### src/rtl/eag_map.svh
// Constants and field positions for the effective address generator
// Summary of operation
// - Eleven modes: register, immediate, nine memory
// - Register operand at byte, word, dword
// - Immediate operand taken from instruction bytes
// - Linear address is segment base plus offset
// - Displacement is none, 8, 16 or 32 bits
// - Any general register may be base
// - Stack pointer never selectable as index
// - Index scaled by 1, 2, 4, 8
// - Offset is base plus scaled index plus displacement
// - Address forming pipelined, usually no extra cycles
// - Base with index costs one extra cycle
// - Direct mode offset is displacement only
// - Register indirect offset is base alone
// - Based offset is base plus displacement
// - Index offset is index plus displacement, unscaled
// - Scaled index offset is scaled index plus displacement
// - Based index offset is base plus index
// - Based scaled index is base plus scaled index
// - Based index displacement sums all three
// - Based scaled index displacement sums all three
// - Real mode base is selector shifted four
`ifndef EAG_MAP_SVH
`define EAG_MAP_SVH
`define EAG_DATA_W 32
`define EAG_NUM_REGS 8
`define EAG_SP_IDX 3'h4
`define EAG_SEG_SHIFT 4
`define EAG_SCALE_MAX 2'h3
`define EAG_EXTRA_CYCLES 1
`define EAG_RESET_ADDR 32'h0000_0000
`endif

### src/rtl/eag_pkg.sv
// Types for the effective address generator
package eag_pkg;
   typedef enum logic [3:0] {
      EAG_REG, EAG_IMM, EAG_DIRECT, EAG_REG_IND, EAG_BASED, EAG_INDEX,
      EAG_SC_INDEX, EAG_B_INDEX, EAG_B_SC_INDEX, EAG_B_INDEX_D,
      EAG_B_SC_INDEX_D
   } eag_mode_t;
   typedef enum logic [1:0] {EAG_W8, EAG_W16, EAG_W32} eag_width_t;
   typedef enum logic [1:0] {EAG_D0, EAG_D8, EAG_D16, EAG_D32} eag_dsz_t;
   typedef struct packed {
      eag_mode_t mode;
      eag_width_t width;
      logic [2:0] base_sel;
      logic [2:0] index_sel;
      logic [1:0] scale;
      eag_dsz_t dsz;
      logic [31:0] disp;
      logic [31:0] imm;
      logic [15:0] selector;
      logic [31:0] seg_base;
      logic real_mode;
   } eag_req_t;
   typedef struct packed {
      logic is_mem;
      logic [31:0] operand;
      logic [31:0] offset;
      logic [31:0] linear;
   } eag_res_t;
endpackage

### src/rtl/eag_scaler.sv
// Index scaling shifter
`timescale 1ns/1ps
`include "eag_map.svh"
module eag_scaler import eag_pkg::*; #(
   parameter int W = `EAG_DATA_W
) (
   input wire logic [W-1:0] index_val,
   input wire logic [1:0] scale,
   output logic [W-1:0] scaled
);
   // A word this narrow would lose the whole shifted index
   if (W < 4) begin : g_w_chk
      $error("eag_scaler: W must be at least 4");
   end

   // Shift of 0 to 3 bits, upper bits drop for modulo wrap
   always_comb begin
      scaled = index_val << scale;
   end
endmodule // eag_scaler

### src/rtl/eag_disp_ext.sv
// Displacement sign extension
`timescale 1ns/1ps
`include "eag_map.svh"
module eag_disp_ext import eag_pkg::*; (
   input wire logic [31:0] disp_raw,
   input eag_dsz_t dsz,
   output logic [31:0] disp
);
   // Narrow displacements are signed and widen before the add
   always_comb begin
      unique case (dsz)
         EAG_D0: disp = 32'h0000_0000;
         EAG_D8: disp = {{24{disp_raw[7]}}, disp_raw[7:0]};
         EAG_D16: disp = {{16{disp_raw[15]}}, disp_raw[15:0]};
         EAG_D32: disp = disp_raw;
      endcase
   end
endmodule // eag_disp_ext

### src/rtl/eag_top.sv
// Effective and linear address generator datapath
`timescale 1ns/1ps
`include "eag_map.svh"
module eag_top import eag_pkg::*; #(
   parameter int NUM_REGS = `EAG_NUM_REGS
) (
   input wire logic clk,
   input wire logic rst,
   input wire logic req_valid,
   output logic req_ready,
   input eag_req_t req,
   input wire logic [NUM_REGS*32-1:0] gpr_flat,
   output logic res_valid,
   output eag_res_t res,
   output logic index_err
);
   // Register file indexing assumes the eight-entry encoding
   if (NUM_REGS != `EAG_NUM_REGS) begin : g_regs_chk
      $error("eag_top: NUM_REGS must be 8");
   end

   typedef enum {ST_IDLE, ST_ADD2} eag_st_t;
   eag_st_t st_ff;

   logic [31:0] gpr [NUM_REGS];
   eag_req_t hold_ff;
   logic [31:0] part_ff;
   logic [31:0] disp_x;
   logic [31:0] scaled;
   logic [31:0] base_v;
   logic [31:0] idx_v;
   logic [31:0] sum_bi;
   logic [31:0] nxt_off;
   logic [31:0] nxt_operand;
   logic nxt_mem;
   logic two_step;
   logic take;
   logic use_scale;
   eag_res_t res_ff;
   logic res_valid_ff;
   logic index_err_ff;

   // Unpack the flat register file bus
   genvar g;
   generate
      for (g = 0; g < NUM_REGS; g = g + 1) begin : g_unpack
         assign gpr[g] = gpr_flat[g*32 +: 32];
      end
   endgenerate

   // Mode decode shared by several decisions
   function automatic logic needs_both(eag_mode_t m);
      return m inside {EAG_B_INDEX, EAG_B_SC_INDEX, EAG_B_INDEX_D,
                       EAG_B_SC_INDEX_D};
   endfunction

   function automatic logic is_scaled(eag_mode_t m);
      return m inside {EAG_SC_INDEX, EAG_B_SC_INDEX, EAG_B_SC_INDEX_D};
   endfunction

   function automatic logic [31:0] width_cut(logic [31:0] v, eag_width_t w);
      unique case (w)
         EAG_W8: return {24'h00_0000, v[7:0]};
         EAG_W16: return {16'h0000, v[15:0]};
         default: return v;
      endcase
   endfunction

   function automatic logic [31:0] seg_of(eag_req_t r);
      if (r.real_mode) begin
         return {12'h000, r.selector, 4'h0};
      end
      return r.seg_base;
   endfunction

   eag_disp_ext u_disp (
      .disp_raw (req.disp),
      .dsz (req.dsz),
      .disp (disp_x)
   );

   assign use_scale = is_scaled(req.mode);

   eag_scaler #(.W(32)) u_scale (
      .index_val (idx_v),
      .scale (use_scale ? req.scale : 2'h0),
      .scaled (scaled)
   );

   // Any register may serve as base
   assign base_v = gpr[req.base_sel];
   // Stack pointer forced to zero as index
   assign idx_v = (req.index_sel == `EAG_SP_IDX) ? 32'h0000_0000 :
                  gpr[req.index_sel];
   assign sum_bi = base_v + scaled;

   // Only idle state accepts, the extra add blocks the next request
   assign req_ready = (st_ff == ST_IDLE);
   assign take = req_valid && req_ready;
   assign two_step = needs_both(req.mode);

   // Single-cycle offset and operand forming per mode
   always_comb begin
      nxt_off = 32'h0000_0000;
      nxt_operand = 32'h0000_0000;
      nxt_mem = 1'b1;
      unique case (req.mode)
         EAG_REG: begin
            nxt_mem = 1'b0;
            nxt_operand = width_cut(gpr[req.base_sel], req.width);
         end
         EAG_IMM: begin
            nxt_mem = 1'b0;
            nxt_operand = width_cut(req.imm, req.width);
         end
         EAG_DIRECT: nxt_off = disp_x;
         EAG_REG_IND: nxt_off = base_v;
         EAG_BASED: nxt_off = base_v + disp_x;
         EAG_INDEX: nxt_off = idx_v + disp_x;
         EAG_SC_INDEX: nxt_off = scaled + disp_x;
         EAG_B_INDEX, EAG_B_SC_INDEX,
         EAG_B_INDEX_D, EAG_B_SC_INDEX_D: nxt_off = sum_bi;
         default: nxt_mem = 1'b0;
      endcase
   end

   // Sequencer: second cycle adds displacement for EAG_B_INDEX_D and EAG_B_SC_INDEX_D
   always_ff @(posedge clk or posedge rst) begin
      if (rst) begin
         st_ff <= ST_IDLE;
      end else begin
         unique case (st_ff)
            ST_IDLE: if (take && two_step) st_ff <= ST_ADD2;
            ST_ADD2: st_ff <= ST_IDLE;
         endcase
      end
   end

   // Partial sum and request held across the extra cycle
   always_ff @(posedge clk or posedge rst) begin
      if (rst) begin
         hold_ff <= '0;
         part_ff <= `EAG_RESET_ADDR;
      end else if (take) begin
         hold_ff <= req;
         hold_ff.disp <= disp_x;
         part_ff <= sum_bi;
      end
   end

   // Result register, wrap by 32-bit adds
   always_ff @(posedge clk or posedge rst) begin
      if (rst) begin
         res_ff <= '0;
         res_valid_ff <= 1'b0;
      end else begin
         res_valid_ff <= 1'b0;
         if (st_ff == ST_ADD2) begin
            res_valid_ff <= 1'b1;
            res_ff.is_mem <= 1'b1;
            res_ff.operand <= 32'h0000_0000;
            if (hold_ff.mode inside {EAG_B_INDEX_D, EAG_B_SC_INDEX_D}) begin
               res_ff.offset <= part_ff + hold_ff.disp;
               res_ff.linear <= part_ff + hold_ff.disp +
                                seg_of(hold_ff);
            end else begin
               res_ff.offset <= part_ff;
               res_ff.linear <= part_ff + seg_of(hold_ff);
            end
         end else if (take && !two_step) begin
            // Pipelined single cycle path
            res_valid_ff <= 1'b1;
            res_ff.is_mem <= nxt_mem;
            res_ff.operand <= nxt_operand;
            res_ff.offset <= nxt_mem ? nxt_off : 32'h0000_0000;
            res_ff.linear <= nxt_mem ? nxt_off + seg_of(req) :
                             32'h0000_0000;
         end
      end
   end

   // Flags a request that named the stack pointer as index
   always_ff @(posedge clk or posedge rst) begin
      if (rst) begin
         index_err_ff <= 1'b0;
      end else begin
         index_err_ff <= take && req.index_sel == `EAG_SP_IDX &&
                         (req.mode inside {EAG_INDEX, EAG_SC_INDEX} ||
                          two_step);
      end
   end

   assign res_valid = res_valid_ff;
   assign res = res_ff;
   assign index_err = index_err_ff;

   // Checks: single-cycle modes answer on the next edge
   one_cycle_a: assert property (@(posedge clk) disable iff (rst)
      take && !two_step |=> res_valid)
      else $error("single step result late");

   // Base with index holds the answer back exactly one edge
   extra_clk_a: assert property (@(posedge clk) disable iff (rst)
      take && two_step |=> !res_valid ##1 res_valid)
      else $error("base index result timing wrong");

   // Next request must wait while the second add runs
   stall_a: assert property (@(posedge clk) disable iff (rst)
      take && two_step |=> !req_ready)
      else $error("ready not dropped in extra cycle");

   // Ready returns right after the extra cycle, no longer stall
   ready_back_a: assert property (@(posedge clk) disable iff (rst)
      st_ff == ST_ADD2 |=> req_ready)
      else $error("ready not restored after extra cycle");

   // Result strobe only ever follows an accepted request
   valid_pulse_a: assert property (@(posedge clk) disable iff (rst)
      !take && st_ff != ST_ADD2 |=> !res_valid)
      else $error("result strobe without request");

   // Direct offset is the widened displacement alone
   direct_off_a: assert property (@(posedge clk) disable iff (rst)
      take && req.mode == EAG_DIRECT |=> res.offset == $past(disp_x))
      else $error("direct offset wrong");

   // Register indirect passes the base through untouched
   indir_off_a: assert property (@(posedge clk) disable iff (rst)
      take && req.mode == EAG_REG_IND |=> res.offset == $past(base_v))
      else $error("indirect offset wrong");

   // Based offset rebuilt from the register file, not the shared adder
   based_off_a: assert property (@(posedge clk) disable iff (rst)
      take && req.mode == EAG_BASED |=>
      res.offset == $past(gpr[req.base_sel] + disp_x))
      else $error("based offset wrong");

   // Index mode ignores the scale field
   index_off_a: assert property (@(posedge clk) disable iff (rst)
      take && req.mode == EAG_INDEX && req.index_sel != `EAG_SP_IDX |=>
      res.offset == $past(gpr[req.index_sel] + disp_x))
      else $error("index offset wrong");

   // Scaled index, shift taken straight from the request
   sc_index_a: assert property (@(posedge clk) disable iff (rst)
      take && req.mode == EAG_SC_INDEX && req.index_sel != `EAG_SP_IDX |=>
      res.offset == $past((gpr[req.index_sel] << req.scale) + disp_x))
      else $error("scaled index offset wrong");

   // Base plus index drops any supplied displacement
   b_index_a: assert property (@(posedge clk) disable iff (rst)
      take && req.mode == EAG_B_INDEX && req.index_sel != `EAG_SP_IDX
      |-> ##2 res.offset ==
      $past(gpr[req.base_sel] + gpr[req.index_sel], 2))
      else $error("base index offset wrong");

   // Base plus scaled index, also without displacement
   b_sc_index_a: assert property (@(posedge clk) disable iff (rst)
      take && req.mode == EAG_B_SC_INDEX && req.index_sel != `EAG_SP_IDX
      |-> ##2 res.offset ==
      $past(gpr[req.base_sel] + (gpr[req.index_sel] << req.scale), 2))
      else $error("base scaled index offset wrong");

   // All three terms, index unscaled
   b_index_d_a: assert property (@(posedge clk) disable iff (rst)
      take && req.mode == EAG_B_INDEX_D && req.index_sel != `EAG_SP_IDX
      |-> ##2 res.offset ==
      $past(gpr[req.base_sel] + gpr[req.index_sel] + disp_x, 2))
      else $error("base index displacement offset wrong");

   // All three terms with the index scaled
   full_sum_a: assert property (@(posedge clk) disable iff (rst)
      take && req.mode == EAG_B_SC_INDEX_D |-> ##2
      res.offset == $past(sum_bi + disp_x, 2))
      else $error("full sum wrong");

   // Short displacement must carry its sign into the upper bits
   disp8_ext_a: assert property (@(posedge clk) disable iff (rst)
      take && req.mode == EAG_BASED && req.dsz == EAG_D8 |=>
      res.offset == $past(base_v + {{24{req.disp[7]}}, req.disp[7:0]}))
      else $error("short displacement not sign extended");

   // Linear address on the single-cycle path
   linear_sum_a: assert property (@(posedge clk) disable iff (rst)
      res_valid && res.is_mem && !$past(st_ff == ST_ADD2) |->
      res.linear == res.offset + $past(seg_of(req)))
      else $error("linear address wrong");

   // Linear address on the two-step path uses the held request
   two_lin_a: assert property (@(posedge clk) disable iff (rst)
      res_valid && $past(st_ff == ST_ADD2) |->
      res.linear == res.offset + $past(seg_of(hold_ff)))
      else $error("two step linear address wrong");

   // Real mode base is the selector moved up four bits
   real_lin_a: assert property (@(posedge clk) disable iff (rst)
      take && !two_step && nxt_mem && req.real_mode |=>
      res.linear == res.offset + {12'h000, $past(req.selector), 4'h0})
      else $error("real mode linear address wrong");

   // Stack pointer as index adds nothing to the offset
   no_sp_a: assert property (@(posedge clk) disable iff (rst)
      take && req.index_sel == `EAG_SP_IDX &&
      req.mode inside {EAG_INDEX, EAG_SC_INDEX} |=>
      res.offset == $past(disp_x))
      else $error("stack pointer used as index");

   // The refused index selection is reported
   sp_err_a: assert property (@(posedge clk) disable iff (rst)
      take && req.index_sel == `EAG_SP_IDX &&
      req.mode inside {EAG_INDEX, EAG_SC_INDEX} |=> index_err)
      else $error("stack pointer index not flagged");

   // No error pulse without an accepted request
   err_quiet_a: assert property (@(posedge clk) disable iff (rst)
      !take |=> !index_err)
      else $error("index error without request");

   // Byte register operand is zero-extended
   reg_op_a: assert property (@(posedge clk) disable iff (rst)
      take && req.mode == EAG_REG && req.width == EAG_W8 |=>
      res.operand == {24'h00_0000, $past(base_v[7:0])})
      else $error("byte register operand wrong");

   // Immediate never touches memory and keeps its low byte
   imm_op_a: assert property (@(posedge clk) disable iff (rst)
      take && req.mode == EAG_IMM |=>
      !res.is_mem && res.operand[7:0] == $past(req.imm[7:0]))
      else $error("immediate operand wrong");

   // Non-memory modes leave the offset clear
   nonmem_off_a: assert property (@(posedge clk) disable iff (rst)
      take && req.mode inside {EAG_REG, EAG_IMM} |=>
      !res.is_mem && res.offset == 32'h0000_0000)
      else $error("non-memory mode produced an offset");

   // Main scenarios worth seeing at least once
   c_both: cover property (@(posedge clk) take && two_step);
   c_scaled: cover property (@(posedge clk) take && use_scale);
   c_reg: cover property (@(posedge clk) take && req.mode == EAG_REG);
   c_real: cover property (@(posedge clk) take && req.real_mode);
   c_sp_index: cover property (@(posedge clk)
      take && req.index_sel == `EAG_SP_IDX);
endmodule // eag_top

### config.mk
export PLATFORM = sky130hd
export DESIGN_NAME = eag_top
export DESIGN_NICKNAME = d
export VERILOG_FILES = /design/src/rtl/eag_pkg.sv /design/src/rtl/eag_scaler.sv /design/src/rtl/eag_disp_ext.sv /design/src/rtl/eag_top.sv
export VERILOG_INCLUDE_DIRS = /design/src /design/src/rtl
export SDC_FILE = /design/constraint.sdc
export NUM_CORES = 1
export LEC_CHECK = 0
export BUFFER_PORTS_ARGS = -buffer_cell sky130_fd_sc_hd__buf_2
export CORE_MARGIN = 3
export CORE_UTILIZATION = 45
export CTS_CLUSTER_DIAMETER = 80
export DETAILED_ROUTE_END_ITERATION = 7
export PLACE_DENSITY = 0.75
export SETUP_SLACK_MARGIN = 0.05
export SLEW_MARGIN = 20
export SYNTH_ARGS = -nofsm -noshare
export SYNTH_HDL_FRONTEND = slang
export SYNTH_SLANG_ARGS = --single-unit
export TNS_END_PERCENT = 30
### constraint.sdc
create_clock -name clk -period 10.9 [get_ports clk]
set_input_delay 2.725 -clock clk [delete_from_list [all_inputs] [get_ports clk]]
set_output_delay 2.725 -clock clk [all_outputs]
set_load 0.05 [all_outputs]
==> results of run 1 <==
[layout make-up]
cell class | instances | share of cell area
multi-input combinational | 2308 | 0.6130
sequential | 217 | 0.2017
timing repair buffer | 531 | 0.1031
tap | 664 | 0.03086
clock buffer | 38 | 0.02886
inverter | 99 | 0.01408
clock inverter | 9 | 0.005670
antenna | 29 | 0.002695
[power by group through the flow]
stage | Combinational [mW] | Sequential, mW | Clock, mW
4_1_cts | 2.93 | 1.12 | 0.964
5_1_grt | 3.24 | 1.15 | 0.994
3_3_place_gp | 2.88 | 1.13 | 0
6_report | 2.98 | 1.13 | 0.953
2_1_floorplan | 1.86 | 1.42 | 0
3_5_place_dp | 2.92 | 1.14 | 0
[logic make-up after synthesis]
group / share of synthesized area
xor gates and xnor gates: 0.05317
AOI/OAI and AO/OA: 0.2427
and+or+nand+nor: 0.1724
DFF: 0.2374
adders and majority gates: 0.08916
muxes: 0.1603
buffers and inverters: 0.04491
[tightest hold or removal path: cells and delay by family, from the launching register on]
kind	cells	cell delay, ns
flip-flops	1	0.33
AND/OR/NAND/NOR	2	0.10
[cell usage after synthesis, drive strengths merged (66+ instances only)]
cell type / instances / share of area
nand2: 469 / 0.077
o21ai: 240 / 0.053
dfrtp: 217 / 0.24
nor2: 209 / 0.034
a21oi: 202 / 0.044
ha: 155 / 0.085
clkbuf: 141 / 0.023
inv: 99 / 0.016
mux4: 95 / 0.094
a22oi: 82 / 0.027
xnor2: 79 / 0.031
mux2: 77 / 0.038
mux2i: 66 / 0.029
[flip-flops by register name (all words and copies together) (netlist names)]
signal	flops
res_valid	1
res	97
part_ff	32
index_err	1
hold_ff	85
st_ff	1
[through the flow]
step	setup WS [ns]	instance area (sq um)
floorplan	1.595	22870
global placement	1.078	25920
detailed placement	0.9421	25920
CTS	1.489	26850
global route	0.7103	26920
finish	1.284	26920
[how the worst max path moves through the flow]
stage / start / end / slack, ns
2_1_floorplan: req[117] / res[31] / 1.60
3_3_place_gp: req[117] / res[31] / 1.08
3_5_place_dp: req[117] / res[31] / 0.94
4_1_cts: req[117] / res[31] / 1.49
5_1_grt: req[117] / res[31] / 0.71
6_report: req[117] / res[31] / 1.28
[layer usage]
metal  global-route usage  vias up
li1                     -    11090
met1               0.4176    11170
met2               0.5206     1167
met3              0.03577      176
met4               0.1726        2
met5                    0        -
==> out/summary.txt, run 1 <==
F_max: 104.0 MHz
CTS buffer count: 27
Slew Limit Fails: 0
Met2 wire length: 41840 microns
Hold Path End: hold_ff[28]
Fin crit period: 9.616 ns
Critical path launch point type: input pin
Sw frac: 0.4730
CP max stage delay: 0.60 ns
Clk_lat worst skew: 0.57 ns
Filler cells: 4743
Placed insts: 3819
DRC viols: 0
LEAKAGE: 13.06 nW
Avg Cell Area, Syn: 8.187 sq um
Clock Skews: 0.02980 ns
# H-tree levels: 1
Reg2Reg Setup Slack: 4.97 ns
Ratio of cells with drive above 1 in the final layout: 0.2439
Maximum buffer depth of the clock tree: 3
Share of power burned in registers: 0.223
WP data arrival: 10.02 ns
CTS root buffer: clkbuf_16
Dominant synthesized flop cell: dfrtp_1
Met3 WL: 7177 microns
Synthesized flop and latch total: 217
Highest routed layer: met5
Maxcap violations: 0
Pre-antenna DRT Iters: 6
Avg Vias per Cell: 6.062
Worst Hold Launch: hold_ff[28]
Netlist Area Pre-Place: 22870 sq um
R2R cell count: 23
Most frequent cells in the layout: buf_2 (484), nand2_1 (467), o21ai_0 (230)
Routability Congestion: 0.9868
Final Setup Violations: 0
Die area: 53570 sq um
Clock-pin slew on the worst setup and hold paths: 0.06 ns
Initial antenna violation count: 30
First-pass GRT wire length: 133000 microns
Outcome: completed
Slew Limit Headroom: 0.2946
Top delay family on crit path: compound AO/OA/AOI/OAI gates
Slew @ Worst Pin: 1.052 ns
Synth async-reset ratio: 1.000
Initial Util: 0.4616
Internal power: 2.667 mW
Hold Slack: 0.4680 ns
Most common cell on crit path: o21ai_0
Buf+Inv Stages, Crit Path: 2
Cts-stage hold buffer count: 0
Finished Layout Cells: 3895
Setup crit end kind: flop
Die Span Y: 231.5 microns
Port bufs: 487
Number of flops mapped to enable cells by yosys: 0
Slowest CP cell: o41ai_1
Post-Syn Nets: 3342
1st-iter DRT viols: 2277
Via count: 23610
Comb pwr share: 0.589
Critical path class: input pin to flop
WHS Path Cells: 2
Psw: 2.394 mW
GRT Total Usage: 0.3197
Most common cell after layout, fill and taps aside: buf_2
Yosys cell types: 82
Sequential Area: 5431 sq um
Rows: 81
Wl on met1: 35980 microns
Critical path depth: 30
Crit path required time: 11.31 ns
Vias in the first global route: 22370
Peak supply drop: 0.1008 mV
Post-CTS Resized: 0
CTS tree: done
Worst reg2reg path startpoint: part_ff[0]
Largest net degree at the start of global routing: 117
DRT antenna net count: 0
Top Ports: 488
Core Footprint: 49560 sq um
Die width: 231.5 microns
Pwr per Cell Area: 188.0 nW/um^2
Hold Violations, Final: 0
Hpwl dp: 72610 microns
Clock tree sinks: 217
Clock Power Share: 0.188
Seq/Total Area, Yosys: 0.2374
Layout Utilization: 0.5433
Footprint of the multi-input gates: 16500 sq um
Setup TNS Final: 0 ns
Class of the worst hold path: flop to flop
Tcrit/Tclk final: 0.8822
Post-CTS Setup Bufs: 0
Wire length per cell: 23.12 microns
Remaining global-route overflow: 0
Number of synthesis warnings: 0
Post-Syn Instances: 2794
R2r endpoint: res[28]
Final Power: 5.061 mW
RSZ-0062 raised after global routing: false
P&R area growth vs syn: 17.70%
Routed WL: 90060 microns
Final #Nets: 3732
Critical Path Fanout Max: 42
(Power assumes the default switching activity.)
==> run 2: changes to the inputs <==
- CTS_BUF_LIST: not set -> sky130_fd_sc_hd__clkbuf_16
- PLACE_DENSITY: 0.75 -> 0.79
- SYNTH_HIERARCHICAL: not set -> 1
==> out/summary.txt, run 2 <==
Outcome: completed
WP data arrival: 10.54 ns
Critical path launch point type: input pin
Worst slack at placement: 0.5899 ns
First-pass GRT wire length: 133900 microns
Seq/Total Area, Yosys: 0.2312
Pwr per Cell Area: 180.9 nW/um^2
Most frequent cells in the layout: nand2_1 (526), buf_2 (485), o21ai_0 (244)
Clock-pin slew on the worst setup and hold paths: 0.06 ns
Layout Utilization: 0.5303
Setup TNS Final: 0 ns
Clock Skews: 0.02762 ns
Wire length per cell: 23.50 microns
Post-DP Area: 26360 sq um
Initial antenna violation count: 36
Final #Nets: 3725
Initial Util: 0.4560
Number of flops mapped to enable cells by yosys: 0
Maximum buffer depth of the clock tree: 3
Hpwl dp: 73400 microns
Slowest CP cell: nor4b_1
Remaining global-route overflow: 0
Netlist Area Pre-Place: 23490 sq um
R2R cell count: 22
R2r endpoint: res[31]
Hold Path End: hold_ff[48]
Port bufs: 487
Die area: 54970 sq um
Final Power: 4.942 mW
Vias in the first global route: 22680
Psw: 2.372 mW
P&R area growth vs syn: 16.30%
Worst Hold Launch: hold_ff[48]
Top Ports: 488
Post-CTS Setup Bufs: 0
DRT antenna net count: 0
RSZ-0062 raised after global routing: false
Most common cell after layout, fill and taps aside: nand2_1
DRC viols: 0
Slew Limit Headroom: 0.2698
Placed insts: 3822
Comb pwr share: 0.592
Reg2Reg Setup Slack: 4.25 ns
Yosys cell types: 79
Cts-stage hold buffer count: 0
CTS buffer count: 27
Synth async-reset ratio: 1.000
Post-Syn Instances: 2797
Post-Syn Nets: 3351
Post-synth top cells: nand2_1 (528), o21ai_0 (245), dfrtp_1 (217)
LEAKAGE: 12.93 nW
Critical Path Fanout Max: 31
Die width: 234.5 microns
Most common cell in the netlist: nand2_1
Crit path required time: 11.30 ns
WHS Path Cells: 2
Hold Slack: 0.4702 ns
CTS root buffer: clkbuf_16
Clock Power Share: 0.182
GRT Total Usage: 0.3174
Final Cell Area: 27320 sq um
Largest net degree at the start of global routing: 92
CTS tree: done
Post-synth top area share: 0.2312
Clock tree sinks: 217
Number of synthesis warnings: 6
Core Footprint: 51510 sq um
Internal power: 2.569 mW
Share of power burned in registers: 0.226
Hold Violations, Final: 0
Via count: 24050
Fin crit period: 10.14 ns
Slew Limit Fails: 0
Dominant synthesized flop cell: dfrtp_1
Pre-antenna DRT Iters: 6
Largest cells by area after synthesis: dfrtp_1 (23%), mux4_2 (9.2%), ha_1 (8.6%), nand2_1 (8.4%), o21ai_0 (5.2%)
Post-CTS Resized: 0
Routed WL: 91750 microns
Maxcap violations: 0
Slew @ Worst Pin: 1.093 ns
Avg Vias per Cell: 6.159
Rows: 83
Final Setup Violations: 0
Routability Congestion: 0.9980
Filler cells: 4922
Tcrit/Tclk final: 0.9303
Synth area leader: dfrtp_1
Final Worst Setup Slack: 0.7593 ns
# H-tree levels: 1
Clk_lat worst skew: 0.56 ns
Class of the worst hold path: flop to flop
Finished Layout Cells: 3905
1st-iter DRT viols: 2693
Peak supply drop: 0.1285 mV
Sw frac: 0.4801
Setup crit end kind: flop
Worst reg2reg path startpoint: part_ff[0]
Ratio of cells with drive above 1 in the final layout: 0.2507
Critical path class: input pin to flop
Die Span Y: 234.5 microns
Synthesized flop and latch total: 217
F_max: 98.61 MHz
CP max stage delay: 0.61 ns
Avg Cell Area, Syn: 8.398 sq um
Number of flip-flops in the largest register: 97
[run 2: critical path: cells and delay by family]
kind                       cells  cell delay (ns)
adders and majority gates      2             0.76
buffers and inverters          2             0.40
muxes                          2             0.39
xor gates and xnor gates       1             0.09
AOI/OAI and AO/OA             17             4.06
and+or+nand+nor                6             2.08
[run 2: power groups by stage]
stage,combinational (mW),sequential (mW),clock (mW)
3_5_place_dp,2.85,1.12,0
6_report,2.92,1.12,0.901
3_3_place_gp,2.82,1.12,0
5_1_grt,3.17,1.13,0.942
2_1_floorplan,1.81,1.40,0
4_1_cts,2.87,1.11,0.912
[run 2: kinds of logic after synthesis]
| logic type | after synthesis | share of synthesized area |
|---|---|---|
| fa+ha+maj | 166 | 0.09002 |
| flops | 217 | 0.2312 |
| compound gates | 863 | 0.2403 |
| xor+xnor | 128 | 0.04773 |
| mux | 282 | 0.1767 |
| buf+inv | 239 | 0.04352 |
| simple gates | 902 | 0.1706 |
[run 2: how the worst max path moves through the flow]
| stage | slack (ns) | endpoint | startpoint | depth (start not counted) |
|---|---|---|---|---|
| 2_1_floorplan | 1.65 | res[25] | req[117] | 31 |
| 3_3_place_gp | 0.64 | res[30] | req[117] | 28 |
| 3_5_place_dp | 0.59 | res[30] | req[117] | 28 |
| 4_1_cts | 1.10 | res[30] | req[117] | 30 |
| 5_1_grt | 0.31 | res[30] | req[117] | 30 |
| 6_report | 0.76 | res[30] | req[117] | 30 |
[run 2: layout make-up]
cell class / instances / area, sq um / share of cell area
clock buffers: 27 / 675.6 / 0.02473
clock inverters: 22 / 196.4 / 0.007191
repair buffers: 523 / 2725 / 0.09976
well taps: 680 / 850.8 / 0.03115
diodes: 34 / 85.08 / 0.003115
inverters: 61 / 236.5 / 0.008657
flip-flops and latches: 217 / 5434 / 0.1989
multi-input cells: 2341 / 17110 / 0.6265
[run 2: metal layers]
layer / GRT usage / routed length, microns
met1: 0.4212 / 36640
met2: 0.5018 / 41170
met3: 0.04223 / 8024
met4: 0.1762 / 5908
met5: 0 / 10
